--- src/tisc_regs.svh ---
// Timing constants and fixed figures for the teach-in and status controller.
// Assumes a single 100 MHz clock; all times are in milliseconds unless named otherwise.
`ifndef TISC_REGS_SVH
`define TISC_REGS_SVH

// ----------------------------------------------------------------------------
// Clock and tick
// ----------------------------------------------------------------------------
`define TISC_CLK_PERIOD_NS 10
`define TISC_TICK_US       1000
`define TISC_TICK_CYCLES   ((`TISC_TICK_US * 1000) / `TISC_CLK_PERIOD_NS)

// ----------------------------------------------------------------------------
// Times in milliseconds
// ----------------------------------------------------------------------------
`define TISC_TEACH_MS      16'd60000
`define TISC_CLEAR_MS      16'd2000
`define TISC_DWELL_MS      16'd500
`define TISC_FAST_HALF_MS  16'd125
`define TISC_FAST_PER_MS   16'd250
`define TISC_SLOW_HALF_MS  16'd500
`define TISC_SLOW_PER_MS   16'd1000

// ----------------------------------------------------------------------------
// Teach-in counts
// ----------------------------------------------------------------------------
`define TISC_TEACH_MAX     4'd8
`define TISC_FLASH_REPEAT  2'd1
`define TISC_FLASH_OLD     2'd2
`define TISC_FLASH_ABORT   2'd3

`endif

--- src/tisc_pkg.sv ---
// Types shared by the teach-in and status controller.
// Assumes nothing of its surroundings.
package tisc_pkg;

    // ------------------------------------------------------------------------
    // Controller states
    // ------------------------------------------------------------------------
    typedef enum logic [2:0] {
        TISC_ST_STATUS = 3'b000,
        TISC_ST_READY  = 3'b001,
        TISC_ST_NORMAL = 3'b010,
        TISC_ST_TEACH  = 3'b011,
        TISC_ST_TAUGHT = 3'b100,
        TISC_ST_OPERR  = 3'b101,
        TISC_ST_FAULT  = 3'b110
    } tisc_state_t;

endpackage

--- src/tisc_ctrl.sv ---
// Mode, teach-in and indication controller of a transponder safety switch.
// Assumes the code reader and nonvolatile code store sit outside and present
// their results as synchronous levels; rst is the power-up or hardware restart.
`timescale 1ns/1ps
`include "tisc_regs.svh"

module tisc_ctrl #(
    parameter int TICK_CYCLES = `TISC_TICK_CYCLES
) (
    // Clock and reset
    input  wire logic       clock,
    input  wire logic       rst,
    // Actuator reader and code store
    input  wire logic       tag_in_range,
    input  wire logic       tag_code_active,
    input  wire logic       tag_code_blocked,
    input  wire logic [3:0] taught_count,
    input  wire logic       fault_cond,
    output logic            teach_commit,
    // Safety outputs
    output logic            safety_output_a,
    output logic            safety_output_b,
    // Indicators
    output logic            led_green,
    output logic            led_yellow,
    output logic            led_red
);

    // A ratio of one ticks every cycle; simulation uses it to keep runs short.
    if (TICK_CYCLES < 1) $error("TICK_CYCLES must be at least 1");

    // ------------------------------------------------------------------------
    // Millisecond tick
    // ------------------------------------------------------------------------
    logic [31:0] div_reg, div_next;
    logic        tick;
    assign tick = (div_reg == 32'(TICK_CYCLES - 1));

    always_comb begin
        div_next = tick ? 32'h0 : div_reg + 32'h1;
    end

    // ------------------------------------------------------------------------
    // Mode state
    // ------------------------------------------------------------------------
    tisc_pkg::tisc_state_t st_reg, st_next;
    logic [15:0] tmr_reg, tmr_next;
    logic [15:0] dwl_reg, dwl_next;
    logic [15:0] clr_reg, clr_next;
    logic        clr_ph_reg, clr_ph_next;
    logic [1:0]  fl_reg, fl_next;
    logic        boot_reg, boot_next;
    logic        in_d_reg;
    logic        commit_next, out_next, grn_next, yel_next, red_next;
    logic        short_dwell, rejoin;

    function automatic logic [1:0] status_flashes(input logic [3:0] n);
        if (n >= `TISC_TEACH_MAX) status_flashes = 2'd0;
        else if (n == 4'd7)       status_flashes = 2'd1;
        else if (n == 4'd6)       status_flashes = 2'd2;
        else                      status_flashes = 2'd3;
    endfunction

    // A dwell shorter than 0.5 s looks like a manipulation attempt.
    assign short_dwell = in_d_reg && !tag_in_range && (dwl_reg < `TISC_DWELL_MS);
    assign rejoin = clr_ph_reg && tag_in_range && tick && (clr_reg == `TISC_CLEAR_MS - 16'd1);

    always_comb begin
        st_next     = st_reg;
        tmr_next    = tmr_reg;
        fl_next     = fl_reg;
        boot_next   = 1'b0;
        commit_next = 1'b0;
        dwl_next    = !tag_in_range ? 16'h0 :
                      (tick && dwl_reg < `TISC_DWELL_MS) ? dwl_reg + 16'h1 : dwl_reg;
        clr_next    = clr_reg;
        clr_ph_next = clr_ph_reg;
        if (tick && tmr_reg != 16'hffff) tmr_next = tmr_reg + 16'h1;
        unique case (st_reg)
            tisc_pkg::TISC_ST_STATUS: begin
                // The count is sampled one cycle after reset release.
                if (boot_reg) begin
                    tmr_next = 16'h0;
                    fl_next  = status_flashes(taught_count);
                    if (taught_count == 4'h0) st_next = tisc_pkg::TISC_ST_READY;
                end else if (fl_reg == 2'd0) begin
                    st_next = tisc_pkg::TISC_ST_NORMAL;
                end else if (tick && tmr_reg == `TISC_FAST_PER_MS - 16'd1) begin
                    tmr_next = 16'h0;
                    fl_next  = fl_reg - 2'd1;
                end
            end
            tisc_pkg::TISC_ST_READY, tisc_pkg::TISC_ST_NORMAL: begin
                if (tick && tmr_reg == `TISC_FAST_PER_MS - 16'd1) tmr_next = 16'h0;
                if (fault_cond || short_dwell) begin
                    st_next = tisc_pkg::TISC_ST_FAULT;
                end else if (tag_in_range && !in_d_reg && !tag_code_active) begin
                    tmr_next = 16'h0;
                    if (taught_count >= `TISC_TEACH_MAX) begin
                        st_next = tisc_pkg::TISC_ST_OPERR;
                        fl_next = `TISC_FLASH_REPEAT;
                    end else if (tag_code_blocked) begin
                        st_next = tisc_pkg::TISC_ST_OPERR;
                        fl_next = `TISC_FLASH_OLD;
                    end else begin
                        st_next = tisc_pkg::TISC_ST_TEACH;
                    end
                end
            end
            tisc_pkg::TISC_ST_TEACH: begin
                if (fault_cond) begin
                    st_next = tisc_pkg::TISC_ST_FAULT;
                end else if (!tag_in_range) begin
                    st_next  = tisc_pkg::TISC_ST_OPERR;
                    fl_next  = `TISC_FLASH_ABORT;
                    tmr_next = 16'h0;
                end else if (tick && tmr_reg == `TISC_TEACH_MS - 16'd1) begin
                    st_next     = tisc_pkg::TISC_ST_TAUGHT;
                    commit_next = 1'b1;
                end
            end
            tisc_pkg::TISC_ST_TAUGHT: begin
                // Held until a restart activates the newly stored code.
                st_next = tisc_pkg::TISC_ST_TAUGHT;
            end
            tisc_pkg::TISC_ST_OPERR, tisc_pkg::TISC_ST_FAULT: begin
                if (fl_reg != 2'd0 && tick && tmr_reg == `TISC_FAST_PER_MS - 16'd1) begin
                    tmr_next = 16'h0;
                    fl_next  = fl_reg - 2'd1;
                end
                if (fault_cond) begin
                    st_next = tisc_pkg::TISC_ST_FAULT;
                end else if (rejoin) begin
                    st_next = (taught_count == 4'h0) ? tisc_pkg::TISC_ST_READY
                                                     : tisc_pkg::TISC_ST_NORMAL;
                    fl_next = 2'd0;
                end
            end
            default: st_next = tisc_pkg::TISC_ST_FAULT;
        endcase
        // Open for 2 s arms the clear, closed for 2 s releases it; a longer open stays armed.
        if (st_reg != tisc_pkg::TISC_ST_OPERR && st_reg != tisc_pkg::TISC_ST_FAULT) begin
            clr_next    = 16'h0;
            clr_ph_next = 1'b0;
        end else if (clr_ph_reg != tag_in_range) begin
            clr_next = 16'h0;
            if (clr_ph_reg && !tag_in_range && in_d_reg) clr_ph_next = 1'b0;
        end else if (tick) begin
            if (!clr_ph_reg && clr_reg == `TISC_CLEAR_MS - 16'd1) begin
                clr_ph_next = 1'b1;
                clr_next    = 16'h0;
            end else if (clr_reg < `TISC_CLEAR_MS) begin
                clr_next = clr_reg + 16'h1;
            end
        end
    end

    // ------------------------------------------------------------------------
    // Indication and outputs
    // ------------------------------------------------------------------------
    always_comb begin
        out_next = 1'b0;
        yel_next = 1'b0;
        red_next = 1'b0;
        grn_next = 1'b0;
        unique case (st_next)
            tisc_pkg::TISC_ST_NORMAL: begin
                grn_next = 1'b1;
                out_next = tag_in_range && tag_code_active;
                yel_next = out_next;
            end
            tisc_pkg::TISC_ST_READY:  grn_next = tmr_next < `TISC_FAST_HALF_MS;
            tisc_pkg::TISC_ST_TEACH:  grn_next = (tmr_next % `TISC_SLOW_PER_MS)
                                                 < `TISC_SLOW_HALF_MS;
            tisc_pkg::TISC_ST_STATUS: grn_next = fl_next != 2'd0
                                                 && tmr_next < `TISC_FAST_HALF_MS;
            tisc_pkg::TISC_ST_OPERR, tisc_pkg::TISC_ST_FAULT: begin
                red_next = 1'b1;
                grn_next = fl_next != 2'd0 && tmr_next < `TISC_FAST_HALF_MS;
            end
            default: grn_next = 1'b0;
        endcase
    end

    always_ff @(posedge clock) begin
        if (rst) begin
            div_reg         <= 32'h0;
            st_reg          <= tisc_pkg::TISC_ST_STATUS;
            tmr_reg         <= 16'h0;
            dwl_reg         <= 16'h0;
            clr_reg         <= 16'h0;
            clr_ph_reg      <= 1'b0;
            fl_reg          <= 2'd0;
            boot_reg        <= 1'b1;
            in_d_reg        <= 1'b0;
            teach_commit    <= 1'b0;
            safety_output_a <= 1'b0;
            safety_output_b <= 1'b0;
            led_green       <= 1'b0;
            led_yellow      <= 1'b0;
            led_red         <= 1'b0;
        end else begin
            div_reg         <= div_next;
            st_reg          <= st_next;
            tmr_reg         <= tmr_next;
            dwl_reg         <= dwl_next;
            clr_reg         <= clr_next;
            clr_ph_reg      <= clr_ph_next;
            fl_reg          <= fl_next;
            boot_reg        <= boot_next;
            in_d_reg        <= tag_in_range;
            teach_commit    <= commit_next;
            safety_output_a <= out_next;
            safety_output_b <= out_next;
            led_green       <= grn_next;
            led_yellow      <= yel_next;
            led_red         <= red_next;
        end
    end
endmodule

--- config.mk ---
export PLATFORM = sky130hd
export DESIGN_NAME = tisc_ctrl
export DESIGN_NICKNAME = d
export VERILOG_FILES = /design/src/tisc_pkg.sv /design/src/tisc_ctrl.sv
export VERILOG_INCLUDE_DIRS = /design/src
export SDC_FILE = /design/constraint.sdc
export NUM_CORES = 1
export LEC_CHECK = 0
export BUFFER_PORTS_ARGS = -buffer_cell sky130_fd_sc_hd__buf_2
export CORE_UTILIZATION = 40
export DETAILED_ROUTE_END_ITERATION = 10
export GPL_TIMING_DRIVEN = 0
export SYNTH_ARGS = -nofsm -noshare
export SYNTH_HDL_FRONTEND = slang
export SYNTH_SLANG_ARGS = --single-unit
--- constraint.sdc ---
create_clock -name clock -period 7.9 [get_ports clock]
set_clock_uncertainty 0.15 [all_clocks]
set_input_delay 0.395 -clock clock [delete_from_list [all_inputs] [get_ports clock]]
set_output_delay 0.395 -clock clock [all_outputs]
set_load 0.02 [all_outputs]
# == Word level (Yosys, flattened, before mapping) ==
# Cells that the tools add are included.
# totals
out_inout_bits,6
register_bits,92
elab_cells,144
input_bits,10
# classes
n_eq_ne,22
n_addsub,5
div_mod_pow,1
n_reduce_logical,45
n_mux,50
n_bitwise,3
magnitude_cmp,5
# op_table
cell,count
2-to-1 mux 16 bit,11
case mux 16 bit (4 select lines),1
adder 16 x 1 -> 16 bit (second input constant),3
2-to-1 mux 3 bit,12
adder 32 x 1 -> 32 bit (second input constant),1
== test 32 x 17 -> 1 bit (second input constant),1
less-than comparator 16 x 9 -> 1 bit (second input constant),2
2-to-1 mux 2 bit,15
logical AND 1 bit,19
== test 16 x 11 -> 1 bit (second input constant),1
== test 16 bit (second input constant),1
== test 16 x 8 -> 1 bit (second input constant),1
less-than comparator 16 x 11 -> 1 bit (second input constant),1
less-than comparator 16 x 7 -> 1 bit (second input constant),1
remainder unit 16 x 10 -> 16 bit (second input constant),1
!= test 16 bit (second input constant),1
== test 3 bit (second input constant),5
case mux 3 bit (5 select lines),1
OR reduction 2 bit,7
== test 3 x 2 -> 1 bit (second input constant),4
nonzero test 2 bit,5
== test 4 x 3 -> 1 bit (second input constant),2
2-to-1 mux 1 bit,8
case mux 2 bit (4 select lines),1
other kinds (17),26

# == Depth between registers and ports, before layout ==
# Gate-level depths: netlist (run 1).
# logic_depth
depth_word,10
ltp_mapped,27
ltp_nobuf,23

# == Least setup slack after synthesis (run 1) ==
# Ideal clock, no wire load.
# synth_path
path_type,register to register
start,register div_reg[18]
end,register led_green
setup_ns,0.139
path_buffers,1
stages_incl_launch_ff,23
synth_period_minus_slack_ns,6.401
required_ns,7.611
path_slack_ns,1.499
t_arrival_ns,6.112
cell_sequence,dfxtp_1 or4_4 nor4_4 and3_1 mux2_2 o221ai_1 clkbuf_1 nand4_1 a311o_1 and2_4 o211ai_2 mux2_4 a21oi_2 or2_1 mux2_1 a311o_1 nand3_2 a21o_1 a21oi_1 a221oi_1 nor3_1 o41ai_1 a311oi_1
# synth_via
elab_chain_cells,10
word_cells_on_any_way,44
classes_between,div: 1; order compare: 2; eq/ne: 6; mux: 24; reduce/logical: 11
# synth_rtl
item,line_no,rtl
"start, declared",tisc_ctrl.sv:35,"logic [31:0] div_reg, div_next;"
"start signal, assigned",tisc_ctrl.sv:203,div_reg <= div_next;
== test 32 x 17 -> 1 bit *,tisc_ctrl.sv:37,assign tick = (div_reg == 32'(TICK_CYCLES - 1));
"logical AND 1 bit, on equally long branches","tisc_ctrl.sv:78, tisc_ctrl.sv:127",
2-to-1 mux 16 bit or logical AND 1 bit (tied branches),"tisc_ctrl.sv:78, tisc_ctrl.sv:127",
2-to-1 mux 16 bit or 2-to-1 mux 2 bit (tied branches),"tisc_ctrl.sv:88, tisc_ctrl.sv:94, tisc_ctrl.sv:127",
"2-to-1 mux 16 bit, or another cell as far along",tisc_ctrl.sv:97,end else if (tag_in_range && !in_d_reg && !tag_code_active) begin
"2-to-1 mux 16 bit, or another cell as far along",tisc_ctrl.sv:95,if (fault_cond || short_dwell) begin
case mux 16 bit (4 select lines) or case mux 2 bit (4 select lines) (tied branches),tisc_ctrl.sv:79,unique case (st_reg)
"remainder unit 16 x 10 -> 16 bit (no source line), or another cell as far along",n/a,
less-than comparator 16 x 9 -> 1 bit (no source line) or logical AND 1 bit (tied branches),n/a,
case mux 1 bit (4 select lines) *,tisc_ctrl.sv:166,unique case (st_next)
"end signal, assigned",tisc_ctrl.sv:215,led_green <= grn_next;
"end, declared",tisc_ctrl.sv:24,"output logic led_green,"
# Every way passes the cells marked *; elsewhere a longest branch is shown, timed or not.
# A chain may end at the register's enable or synchronous reset.

# == Worst setup path after layout (run 1) ==
# Same ends and word-level chain as after synthesis.

==> results_dict.tcl, run 1 <==
set metrics [dict create \
    run_status "finished, final reports clean" \
    routed-via-count 6185 \
    timing.setup.critical_path_class "reg -> reg" \
    placement.io_buffers 14 \
    initial_core_util_pct 41.0 \
    worst_skew_pair.late_latency_ns 0.34 \
    wl_per_cell_um 14.4 \
    fin_ws_ns 0.573 \
    layout_min_cycle_time_ns 7.33 \
    cpPeakStageDelay_ns 0.61 \
    netlist_area_before_placement_um2 6510 \
    peakVddDrop_uv 129 \
    clock-root-buffer "sky130_fd_sc_hd__clkbuf_16" \
    cts-root-to-sink-buffers 2 \
    power.static_leakage_nw 2.43 \
    number_of_storage_elements_in_the_synthesis_netlist 92 \
    crit_slowest_cell "sky130_fd_sc_hd__a311oi_2" \
    timing.critical_path.fanout_max 10 \
    grt_use_total_pct 19.1 \
    global_route.overflow_total 0 \
    ys_dominant_reg_cell "sky130_fd_sc_hd__dfxtp_1" \
    synth_nets 863 \
    post-route-cell-area_um2 7170 \
    num-nets-final 888 \
    pre_cts_ws_ns 0.649 \
    tritoncts "done" \
    final_core_utilization_pct 45.1 \
    core_region_area_um2 15900 \
    maxCapViolations 0 \
    sinks_on_the_clock_net 92 \
    detail_route.first_pass.iterations 5 \
    top_level_ports 16 \
    critPathArrivalTime_ns 7.38 \
    final-max-slew-violation-count 0 \
    detail_route.drc_violations 0 \
    drt_wl_total_um 15700 \
    ys_seq_area_share_pct 28.3 \
    cp_cell_sequence "or4_4 > nor4_4 > and3_1 > mux2_2 > o221ai_1 > clkbuf_1 > nand4_1 > a311o_1 > and2_4 > o211ai_2 > mux2_4 > a21oi_2 > or2_1 > xnor2_1 > a31oi_1 > a311oi_2 > inv_2 > o221a_2 > a311oi_2 > nor4_1 > nor4_1 > a311oi_1" \
    largest_register_ffs 32 \
    syn_area_per_cell_um2 7.71 \
    ctsHoldBuffers 0 \
    crit_path_start_kind "flip-flop" \
    synthesis.instances 845 \
    route.antenna.remaining_nets 0 \
    postCtsSetupBuffers 0 \
    yosys-top-cells-count "sky130_fd_sc_hd__nor2_1, sky130_fd_sc_hd__dfxtp_1, sky130_fd_sc_hd__nand2_1" \
    die_width_um 130 \
    synth.top_cells.by_area "sky130_fd_sc_hd__dfxtp_1, sky130_fd_sc_hd__nor2_1, sky130_fd_sc_hd__xor2_1, sky130_fd_sc_hd__nand2_1, sky130_fd_sc_hd__xnor2_1" \
    placed_area_um2 6860 \
    n_fill_cell 1676 \
    antenna_cells_inserted 0 \
    ys_warn_count 0 \
    critical_path.endpoint_type "flip-flop" \
    synth_enable_flop_cells 0 \
    global_route_wire_length_before_repair_um 26100 \
    tightest_slew_ns 0.862 \
    p_total_mw 1.22 \
    cp.required_ns 7.95 \
    timing.final.setup_violations 0 \
    yosysTopAreaCell "sky130_fd_sc_hd__dfxtp_1" \
    asyncSetResetFlopFracSynth_pct 0 \
    placementRows 46 \
    cts_htree_levels 3 \
    via_count_of_the_first_global_routing_pass 5404 \
    first_iter_violations 516 \
    gpl.final_weighted_congestion 0.888 \
    synth.most_common_cell "sky130_fd_sc_hd__nor2_1" \
    grt_start_max_net_pins 15 \
    number_of_antenna_violations_at_the_first_check_in_global_routing 0 \
    die_area_um2 16800 \
    post_cts_resize_count 0 \
    flow.area_growth_from_synthesis_pct 10.1 \
    max_freq_mhz 136 \
    avgViaCountPerCell 5.67 \
    die_h_um 130 \
    synth_top_area_share_pct 28.3 \
    path_clk_slew_ns 0.06 \
    powerDensity_nw_per_um2 170 \
    place_hpwl_um 12000 \
    slew_headroom_pct 42.4 \
    rsz_0062_raised_after_global_routing "false" \
    tns_ns 0 \
    numCtsBuffers 9 \
    layout_cell_share_with_drive_strength_beyond_1_pct 9.03 \
    count_of_final_hold_check_violations 0 \
    netlist-cell-type-count 93 \
    hold_path_class "in -> reg" \
    post-route-period-util_pct 92.7 \
]
==> area by class of cell <==
class / instances / area (um^2) / area share (%)
inverter: 16 / 60.1 / 0.837
buffer: 36 / 155 / 2.16
clock buffer: 12 / 236 / 3.30
clock inverter: 4 / 73.8 / 1.03
multi-input combinational: 701 / 4460 / 62.2
timing repair buffer: 14 / 70.1 / 0.977
tap: 216 / 270 / 3.77
sequential: 92 / 1840 / 25.7
==> cells by family after synthesis <==
| family | Yosys count | synth area share (%) |
|---|---|---|
| buffers and inverters | 52 | 3.30 |
| muxes | 12 | 2.00 |
| adders and majority gates | 10 | 1.84 |
| and+or+nand+nor | 415 | 33.1 |
| AOI/OAI and AO/OA | 198 | 22.6 |
| xor gates and xnor gates | 66 | 8.87 |
| DFF | 92 | 28.3 |
==> worst max-delay path, delay by kind of cell, from the launching register on <==
family / cells / cell delay (ns)
buffers and inverters: 2 / 0.53
XOR/XNOR: 1 / 0.13
multiplexers: 2 / 0.78
flip-flops: 1 / 0.33
AO/OA/AOI/OAI: 9 / 2.82
AND/OR/NAND/NOR: 8 / 2.43
==> final timing paths <==
kind / to / cells after the start / slack (ns) / startpoint
worst max register to register: led_green$_SDFF_PP0_ / 22 / 0.57 / div_reg[18]$_SDFF_PP0_
worst max-delay path: led_green$_SDFF_PP0_ / 22 / 0.57 / div_reg[18]$_SDFF_PP0_
worst min-delay path: boot_reg$_DFF_P_ / 1 / 0.07 / rst
worst min register to register: dwl_reg[15]$_SDFFE_PP0P_ / 1 / 0.30 / dwl_reg[15]$_SDFFE_PP0P_
==> stage by stage <==
| stage | hold slack (ns) | cells |
|---|---|---|
| finish | 0.0738 | 1091 |
| detailed placement | 0.289 | 1075 |
| global placement | 0.287 | 1075 |
| global route | 0.0665 | 1091 |
| CTS | 0.0632 | 1091 |
| floorplan | 0.270 | 845 |
==> layer usage <==
layer | global-route usage [%] | part of all wire (%) | up-vias
li1 | - | - | 3171
met1 | 26.4 | 50 | 2871
met2 | 30.8 | 45 | 127
met3 | 2.77 | 3.4 | 16
met4 | 5.61 | 1.5 | 0
met5 | 0 | 0 | -
==> power by group <==
group          switching (mW)  internal (mW)  leakage [nW]  total [mW]
sequential            0.00971          0.479         0.743       0.489
combinational           0.188         0.0915          1.54       0.280
clock                   0.173          0.278         0.151       0.451
total                   0.371          0.848          2.43        1.22
==> placed cells by master (no fill, tap or decap), types with 5 or more instances in the layout <==
| cell | instances |
|---|---|
| sky130_fd_sc_hd__nand4_1 | 20 |
| sky130_fd_sc_hd__and4_1 | 10 |
| sky130_fd_sc_hd__dfxtp_1 | 92 |
| sky130_fd_sc_hd__nor3_1 | 32 |
| sky130_fd_sc_hd__a21o_1 | 8 |
| sky130_fd_sc_hd__mux2i_1 | 7 |
| sky130_fd_sc_hd__clkbuf_1 | 33 |
| sky130_fd_sc_hd__xnor2_1 | 27 |
| sky130_fd_sc_hd__and3_1 | 15 |
| sky130_fd_sc_hd__ha_1 | 8 |
| sky130_fd_sc_hd__a31oi_1 | 5 |
| sky130_fd_sc_hd__a21oi_2 | 5 |
| sky130_fd_sc_hd__a311o_1 | 5 |
| sky130_fd_sc_hd__o22ai_1 | 5 |
| sky130_fd_sc_hd__xor2_1 | 39 |
| sky130_fd_sc_hd__nor4_1 | 13 |
| sky130_fd_sc_hd__o21ai_0 | 38 |
| sky130_fd_sc_hd__or2_2 | 8 |
| sky130_fd_sc_hd__nand3_1 | 32 |
| sky130_fd_sc_hd__buf_2 | 15 |
| sky130_fd_sc_hd__a21oi_1 | 34 |
| sky130_fd_sc_hd__clkbuf_16 | 9 |
| sky130_fd_sc_hd__and2_1 | 20 |
| sky130_fd_sc_hd__o2111a_1 | 5 |
| sky130_fd_sc_hd__or3_1 | 13 |
| sky130_fd_sc_hd__or4_1 | 5 |
| sky130_fd_sc_hd__nand2_1 | 82 |
| sky130_fd_sc_hd__o211ai_1 | 17 |
| sky130_fd_sc_hd__a211oi_1 | 10 |
| sky130_fd_sc_hd__nor2_1 | 121 |
| sky130_fd_sc_hd__inv_1 | 14 |
| sky130_fd_sc_hd__nand2b_1 | 9 |
| sky130_fd_sc_hd__nor3b_1 | 6 |
No activity file was read; power rests on OpenSTA's default activity.
==> inputs of run 2 (changes only) <==
--- a/config.mk
+++ b/config.mk
@@ -7,9 +7,10 @@
 export NUM_CORES = 1
 export LEC_CHECK = 0
 export BUFFER_PORTS_ARGS = -buffer_cell sky130_fd_sc_hd__buf_2
-export CORE_UTILIZATION = 40
+export CORE_UTILIZATION = 60
 export DETAILED_ROUTE_END_ITERATION = 10
 export GPL_TIMING_DRIVEN = 0
+export PLACE_DENSITY = 0.77
 export SYNTH_ARGS = -nofsm -noshare
 export SYNTH_HDL_FRONTEND = slang
 export SYNTH_SLANG_ARGS = --single-unit
==> run 2 against run 1 <==
Net effect:
- sequential power is essentially flat
- via count grew 6.0%
- first-iteration DRC count grew 30%
- combinational power grew 3%
- clock-buffer cell count shrank 2
- clock power shrank 35%
==> results_dict.tcl, run 2 (synthesis results as in run 1) <==
set metrics [dict create \
    run_status "finished, final reports clean" \
    placement.io_buffers 14 \
    die_width_um 106 \
    cp.required_ns 7.99 \
    postCtsSetupBuffers 0 \
    cpPeakStageDelay_ns 0.57 \
    slew_headroom_pct 47.7 \
    avgViaCountPerCell 6.48 \
    timing.setup.critical_path_class "reg -> reg" \
    largest_register_ffs 32 \
    clock_power_share_pct 27.6 \
    timing.critical_path.fanout_max 10 \
    tightest_slew_ns 0.783 \
    place_hpwl_um 12400 \
    peakVddDrop_uv 131 \
    numCtsBuffers 9 \
    ctsHoldBuffers 0 \
    path_clk_slew_ns 0.10 \
    top_level_ports 16 \
    hold_path_class "in -> reg" \
    cp_common_cell "sky130_fd_sc_hd__a21oi_2" \
    power.static_leakage_nw 2.37 \
    cts-root-to-sink-buffers 2 \
    crit_slowest_cell "sky130_fd_sc_hd__or4_4" \
    flow.area_growth_from_synthesis_pct 6.45 \
    worst_skew_pair.late_latency_ns 0.38 \
    sinks_on_the_clock_net 92 \
    cp_cell_sequence "or4_4 > nor4_4 > and3_1 > mux2_2 > o221ai_1 > clkbuf_1 > nand4_1 > a311o_1 > and2_4 > o211ai_2 > mux2_4 > a21oi_2 > or4_1 > nand2_1 > a21o_1 > a2111o_1 > a21oi_2 > nor2_2 > a221oi_1 > nor3_1 > o41ai_1 > a311oi_1" \
    wl_per_cell_um 16.1 \
    power.sequential.fraction_pct 45.5 \
    max_freq_mhz 135 \
    route.antenna.remaining_nets 0 \
    count_of_final_hold_check_violations 0 \
    global_route_wire_length_before_repair_um 27400 \
    maxCapViolations 0 \
    post_cts_resize_count 0 \
    layout_min_cycle_time_ns 7.41 \
    via_count_of_the_first_global_routing_pass 5956 \
    detail_route.drc_violations 0 \
    powerDensity_nw_per_um2 154 \
    post-route-cell-area_um2 6940 \
    cts_htree_levels 3 \
    layout_cell_share_with_drive_strength_beyond_1_pct 9.25 \
    final-max-slew-violation-count 0 \
    number_of_antenna_violations_at_the_first_check_in_global_routing 0 \
    global_route.overflow_total 0 \
    critPathArrivalTime_ns 7.50 \
    routed-via-count 6556 \
    grt_use_total_pct 29.9 \
    placed_area_um2 6760 \
    crit_path_start_kind "flip-flop" \
    power.switching_mw 0.383 \
    post-route-period-util_pct 93.7 \
    core_region_area_um2 10400 \
    critical_path.endpoint_type "flip-flop" \
    initial_core_util_pct 62.5 \
    layout.cells.most_common_list "sky130_fd_sc_hd__nor2_1, sky130_fd_sc_hd__dfxtp_1, sky130_fd_sc_hd__nand2_1" \
    num-nets-final 889 \
    placementRows 37 \
    power_report.internal_total_mw 0.688 \
    detail_route.first_pass.iterations 5 \
    die_area_um2 11300 \
    p_comb_share_pct 26.9 \
    die_h_um 106 \
    mostFrequentLayoutCell "sky130_fd_sc_hd__nor2_1" \
    drt_wl_total_um 16300 \
    clock-root-buffer "sky130_fd_sc_hd__clkbuf_8" \
    first_iter_violations 669 \
    gpl.final_weighted_congestion 0.903 \
    grt_start_max_net_pins 17 \
    tritoncts "done" \
    power_switching_share_pct 35.8 \
    antenna_cells_inserted 0 \
    timing.final.setup_violations 0 \
    rsz_0062_raised_after_global_routing "false" \
    tns_ns 0 \
]
[run 2: critical path, delay by kind of cell (launching register included)]
| family | cells | cell delay, ns |
|---|---|---|
| compound gates | 10 | 3.37 |
| simple gates | 9 | 2.23 |
| mux | 2 | 0.79 |
| buf+inv | 1 | 0.37 |
| flops | 1 | 0.36 |
[run 2: per-stage QoR]
| stage | hold WS, ns | power (mW) | worst slack, ns | util (%) | instances |
|---|---|---|---|---|---|
| 2_1_floorplan | 0.270 | 0.701 | 1.50 | - | 845 |
| 5_1_grt | 0.0244 | 1.12 | 0.116 | 66.6 | 1012 |
| 4_1_cts | 0.0217 | 1.07 | 0.654 | 66.6 | 1012 |
| 3_3_place_gp | 0.284 | 0.770 | 0.827 | 64.9 | 995 |
| 3_5_place_dp | 0.290 | 0.780 | 0.712 | 64.9 | 996 |
| 6_report | 0.0352 | 1.07 | 0.494 | 66.6 | 1012 |
[run 2: cell type report]
type,count,area [um^2]
repair buffers,15,75.1
fillers,939,3480
well taps,136,170
plain buffers,36,155
clock inverters,6,46.3
multi-input cells,701,4460
flip-flops and latches,92,1840
inverters,16,60.1
clock buffers,10,128
[run 2: metal layers]
| metal | track usage, % | part of all wire [%] | vias up |
|---|---|---|---|
| met1 | 39.2 | 45 | 3091 |
| met4 | 10.2 | 2.2 | 0 |
| met3 | 4.48 | 6.7 | 37 |
| met2 | 49.9 | 46 | 256 |
| li1 | - | - | 3172 |
| met5 | 0 | 0 | - |
[run 2: final timing paths]
kind              slack, ns               startpoint  cells past startpoint                       to
setup reg to reg       0.49   div_reg[18]$_SDFF_PP0_                     22     led_green$_SDFF_PP0_
hold reg to reg        0.31  dwl_reg[9]$_SDFFE_PP0P_                      1  dwl_reg[9]$_SDFFE_PP0P_
hold / removal         0.04                      rst                      1         boot_reg$_DFF_P_
setup / recovery       0.49   div_reg[18]$_SDFF_PP0_                     22     led_green$_SDFF_PP0_
[run 2: power by group through the flow]
stage | registers (mW) | clock network [mW] | logic [mW]
3_3_place_gp | 0.498 | 0 | 0.272
4_1_cts | 0.488 | 0.301 | 0.283
5_1_grt | 0.489 | 0.318 | 0.316
3_5_place_dp | 0.499 | 0 | 0.282
6_report | 0.488 | 0.295 | 0.288
2_1_floorplan | 0.502 | 0 | 0.200
==> inputs of run 3 (changes only) <==
--- a/config.mk
+++ b/config.mk
@@ -10,7 +10,7 @@
 export CORE_UTILIZATION = 60
 export DETAILED_ROUTE_END_ITERATION = 10
 export GPL_TIMING_DRIVEN = 0
-export PLACE_DENSITY = 0.77
+export PLACE_DENSITY = 0.84
 export SYNTH_ARGS = -nofsm -noshare
 export SYNTH_HDL_FRONTEND = slang
 export SYNTH_SLANG_ARGS = --single-unit
==> run 3 against run 2 <==
Net effect:
- core utilization grew 0.25 points
- clock power increased by 8.5%
- global-route usage fell by 0.99 points
- flip-flop and latch count is the same
- non-clock buffer count did not move
- register-to-register slack got worse by 0.05 ns
- total power is 2.2% higher
- sequential share of layout area fell by 0.10 points
- critical endpoint unchanged
==> results_dict.tcl, run 3 (synthesis results as in run 1) <==
set metrics [dict create \
    initial_core_util_pct 62.5 \
    ctsHoldBuffers 0 \
    multi_input_area_um2 4460 \
    placedCellCount 996 \
    final_core_utilization_pct 66.8 \
    slew_headroom_pct 42.2 \
    grt_use_total_pct 28.9 \
    core_region_area_um2 10400 \
    peakVddDrop_uv 214 \
    number_of_antenna_violations_at_the_first_check_in_global_routing 0 \
    path_clk_slew_ns 0.10 \
    powerDensity_nw_per_um2 157 \
    routed-via-count 6473 \
    p_comb_share_pct 26.2 \
    critPathArrivalTime_ns 7.53 \
    critical_path.endpoint_type "flip-flop" \
    top_level_ports 16 \
    layout.cells.most_common_list "sky130_fd_sc_hd__nor2_1, sky130_fd_sc_hd__dfxtp_1, sky130_fd_sc_hd__nand2_1" \
    final-max-slew-violation-count 0 \
    tns_ns 0 \
    cts-root-to-sink-buffers 2 \
    largest_register_ffs 32 \
    rsz_0062_raised_after_global_routing "false" \
    layout_cell_share_with_drive_strength_beyond_1_pct 9.25 \
    drt_wl_total_um 16100 \
    global_route.overflow_total 0 \
    tightest_slew_ns 0.864 \
    power.switching_mw 0.374 \
    detail_route.first_pass.iterations 5 \
    postCtsSetupBuffers 0 \
    hold_path_class "in -> reg" \
    power.static_leakage_nw 2.38 \
    maxCapViolations 0 \
    post_cts_resize_count 0 \
    die_area_um2 11300 \
    global_route_wire_length_before_repair_um 26700 \
    run_status "finished, final reports clean" \
    count_of_final_hold_check_violations 0 \
    placement.io_buffers 14 \
    timing.final.setup_violations 0 \
    cts_htree_levels 3 \
    gpl.final_weighted_congestion 0.978 \
    avgViaCountPerCell 6.40 \
    crit_path_start_kind "flip-flop" \
    clock_power_share_pct 29.2 \
    mostFrequentLayoutCell "sky130_fd_sc_hd__nor2_1" \
    worst_skew_pair.late_latency_ns 0.37 \
    antenna_cells_inserted 0 \
    die_h_um 106 \
    post-route-period-util_pct 94.3 \
    die_width_um 106 \
    hold_slack_ns 0.0274 \
    fin_cells 1012 \
    power_report.internal_total_mw 0.720 \
    sinks_on_the_clock_net 92 \
    route.antenna.remaining_nets 0 \
    detail_route.drc_violations 0 \
    layout_min_cycle_time_ns 7.45 \
    first_iter_violations 416 \
    max_freq_mhz 134 \
    power.sequential.fraction_pct 44.6 \
    clock-root-buffer "sky130_fd_sc_hd__clkbuf_8" \
    flow.area_growth_from_synthesis_pct 6.86 \
    placementRows 37 \
    cp.required_ns 7.98 \
    layout.area.seq_um2 1840 \
    wl_per_cell_um 15.9 \
    timing.critical_path.fanout_max 10 \
    place_hpwl_um 12300 \
    grt_start_max_net_pins 17 \
    via_count_of_the_first_global_routing_pass 5835 \
    num-nets-final 889 \
    tritoncts "done" \
    timing.setup.critical_path_class "reg -> reg" \
    numCtsBuffers 9 \
    n_fill_cell 930 \
    power_switching_share_pct 34.2 \
]
run 3: layout make-up:
cell class              count  share of cell area, %
well taps                 136                   2.44
clock inverters             6                   1.04
inverters                  16                  0.863
clock buffers              10                   1.83
multi-input cells         701                   64.1
flip-flops and latches     92                   26.5
plain buffers              36                   2.23
repair buffers             15                   1.08
run 3: critical path, cell delays in order, from the launching register on:
cell	delay, ns
sky130_fd_sc_hd__dfxtp_1	0.35
sky130_fd_sc_hd__or4_4	0.56
sky130_fd_sc_hd__nor4_4	0.41
sky130_fd_sc_hd__and3_1	0.27
sky130_fd_sc_hd__mux2_2	0.43
sky130_fd_sc_hd__o221ai_1	0.32
sky130_fd_sc_hd__clkbuf_1	0.38
sky130_fd_sc_hd__nand4_1	0.27
sky130_fd_sc_hd__a311o_1	0.49
sky130_fd_sc_hd__and2_4	0.19
sky130_fd_sc_hd__o211ai_2	0.28
sky130_fd_sc_hd__mux2_4	0.37
sky130_fd_sc_hd__a21oi_2	0.31
sky130_fd_sc_hd__or2_1	0.23
sky130_fd_sc_hd__xnor2_1	0.14
sky130_fd_sc_hd__a31oi_1	0.13
sky130_fd_sc_hd__a311oi_2	0.60
sky130_fd_sc_hd__inv_2	0.13
sky130_fd_sc_hd__o221a_2	0.32
sky130_fd_sc_hd__a311oi_2	0.35
sky130_fd_sc_hd__nor3_1	0.11
sky130_fd_sc_hd__o41ai_1	0.38
sky130_fd_sc_hd__a311oi_1	0.13
run 3: final timing paths:
path | cells past startpoint | from | endpoint | slack [ns]
min reg2reg | 1 | dwl_reg[15]$_SDFFE_PP0P_ | dwl_reg[15]$_SDFFE_PP0P_ | 0.31
min | 1 | rst | boot_reg$_DFF_P_ | 0.03
max reg2reg | 22 | div_reg[18]$_SDFF_PP0_ | led_green$_SDFF_PP0_ | 0.45
max | 22 | div_reg[18]$_SDFF_PP0_ | led_green$_SDFF_PP0_ | 0.45
run 3: stage by stage:
step                      area [um^2]  power (mW)  worst slack [ns]
after detailed placement         6760       0.777             0.624
after global routing             6960        1.15             0.101
final                            6960        1.09             0.447
after CTS                        6960        1.09             0.589
after global placement           6760       0.767             0.820
after floorplan                  6520       0.701              1.50
run 3: layer usage:
layer,vias up,global-route usage (%),routed length (um),share of wire (%)
met2,217,51.8,7980,50
li1,3166,-,-,-
met3,24,4.17,877,5.4
met4,0,8.93,231,1.4
met5,-,0,0,0
met1,3066,35.5,7020,44
run 3: power by group through the flow:
stage                     clock [mW]  sequential, mW  combinational [mW]
after global placement             0           0.498               0.270
after detailed placement           0           0.498               0.279
after CTS                      0.325           0.487               0.281
final                          0.320           0.488               0.287
after floorplan                    0           0.502               0.200
after global routing           0.346           0.490               0.314
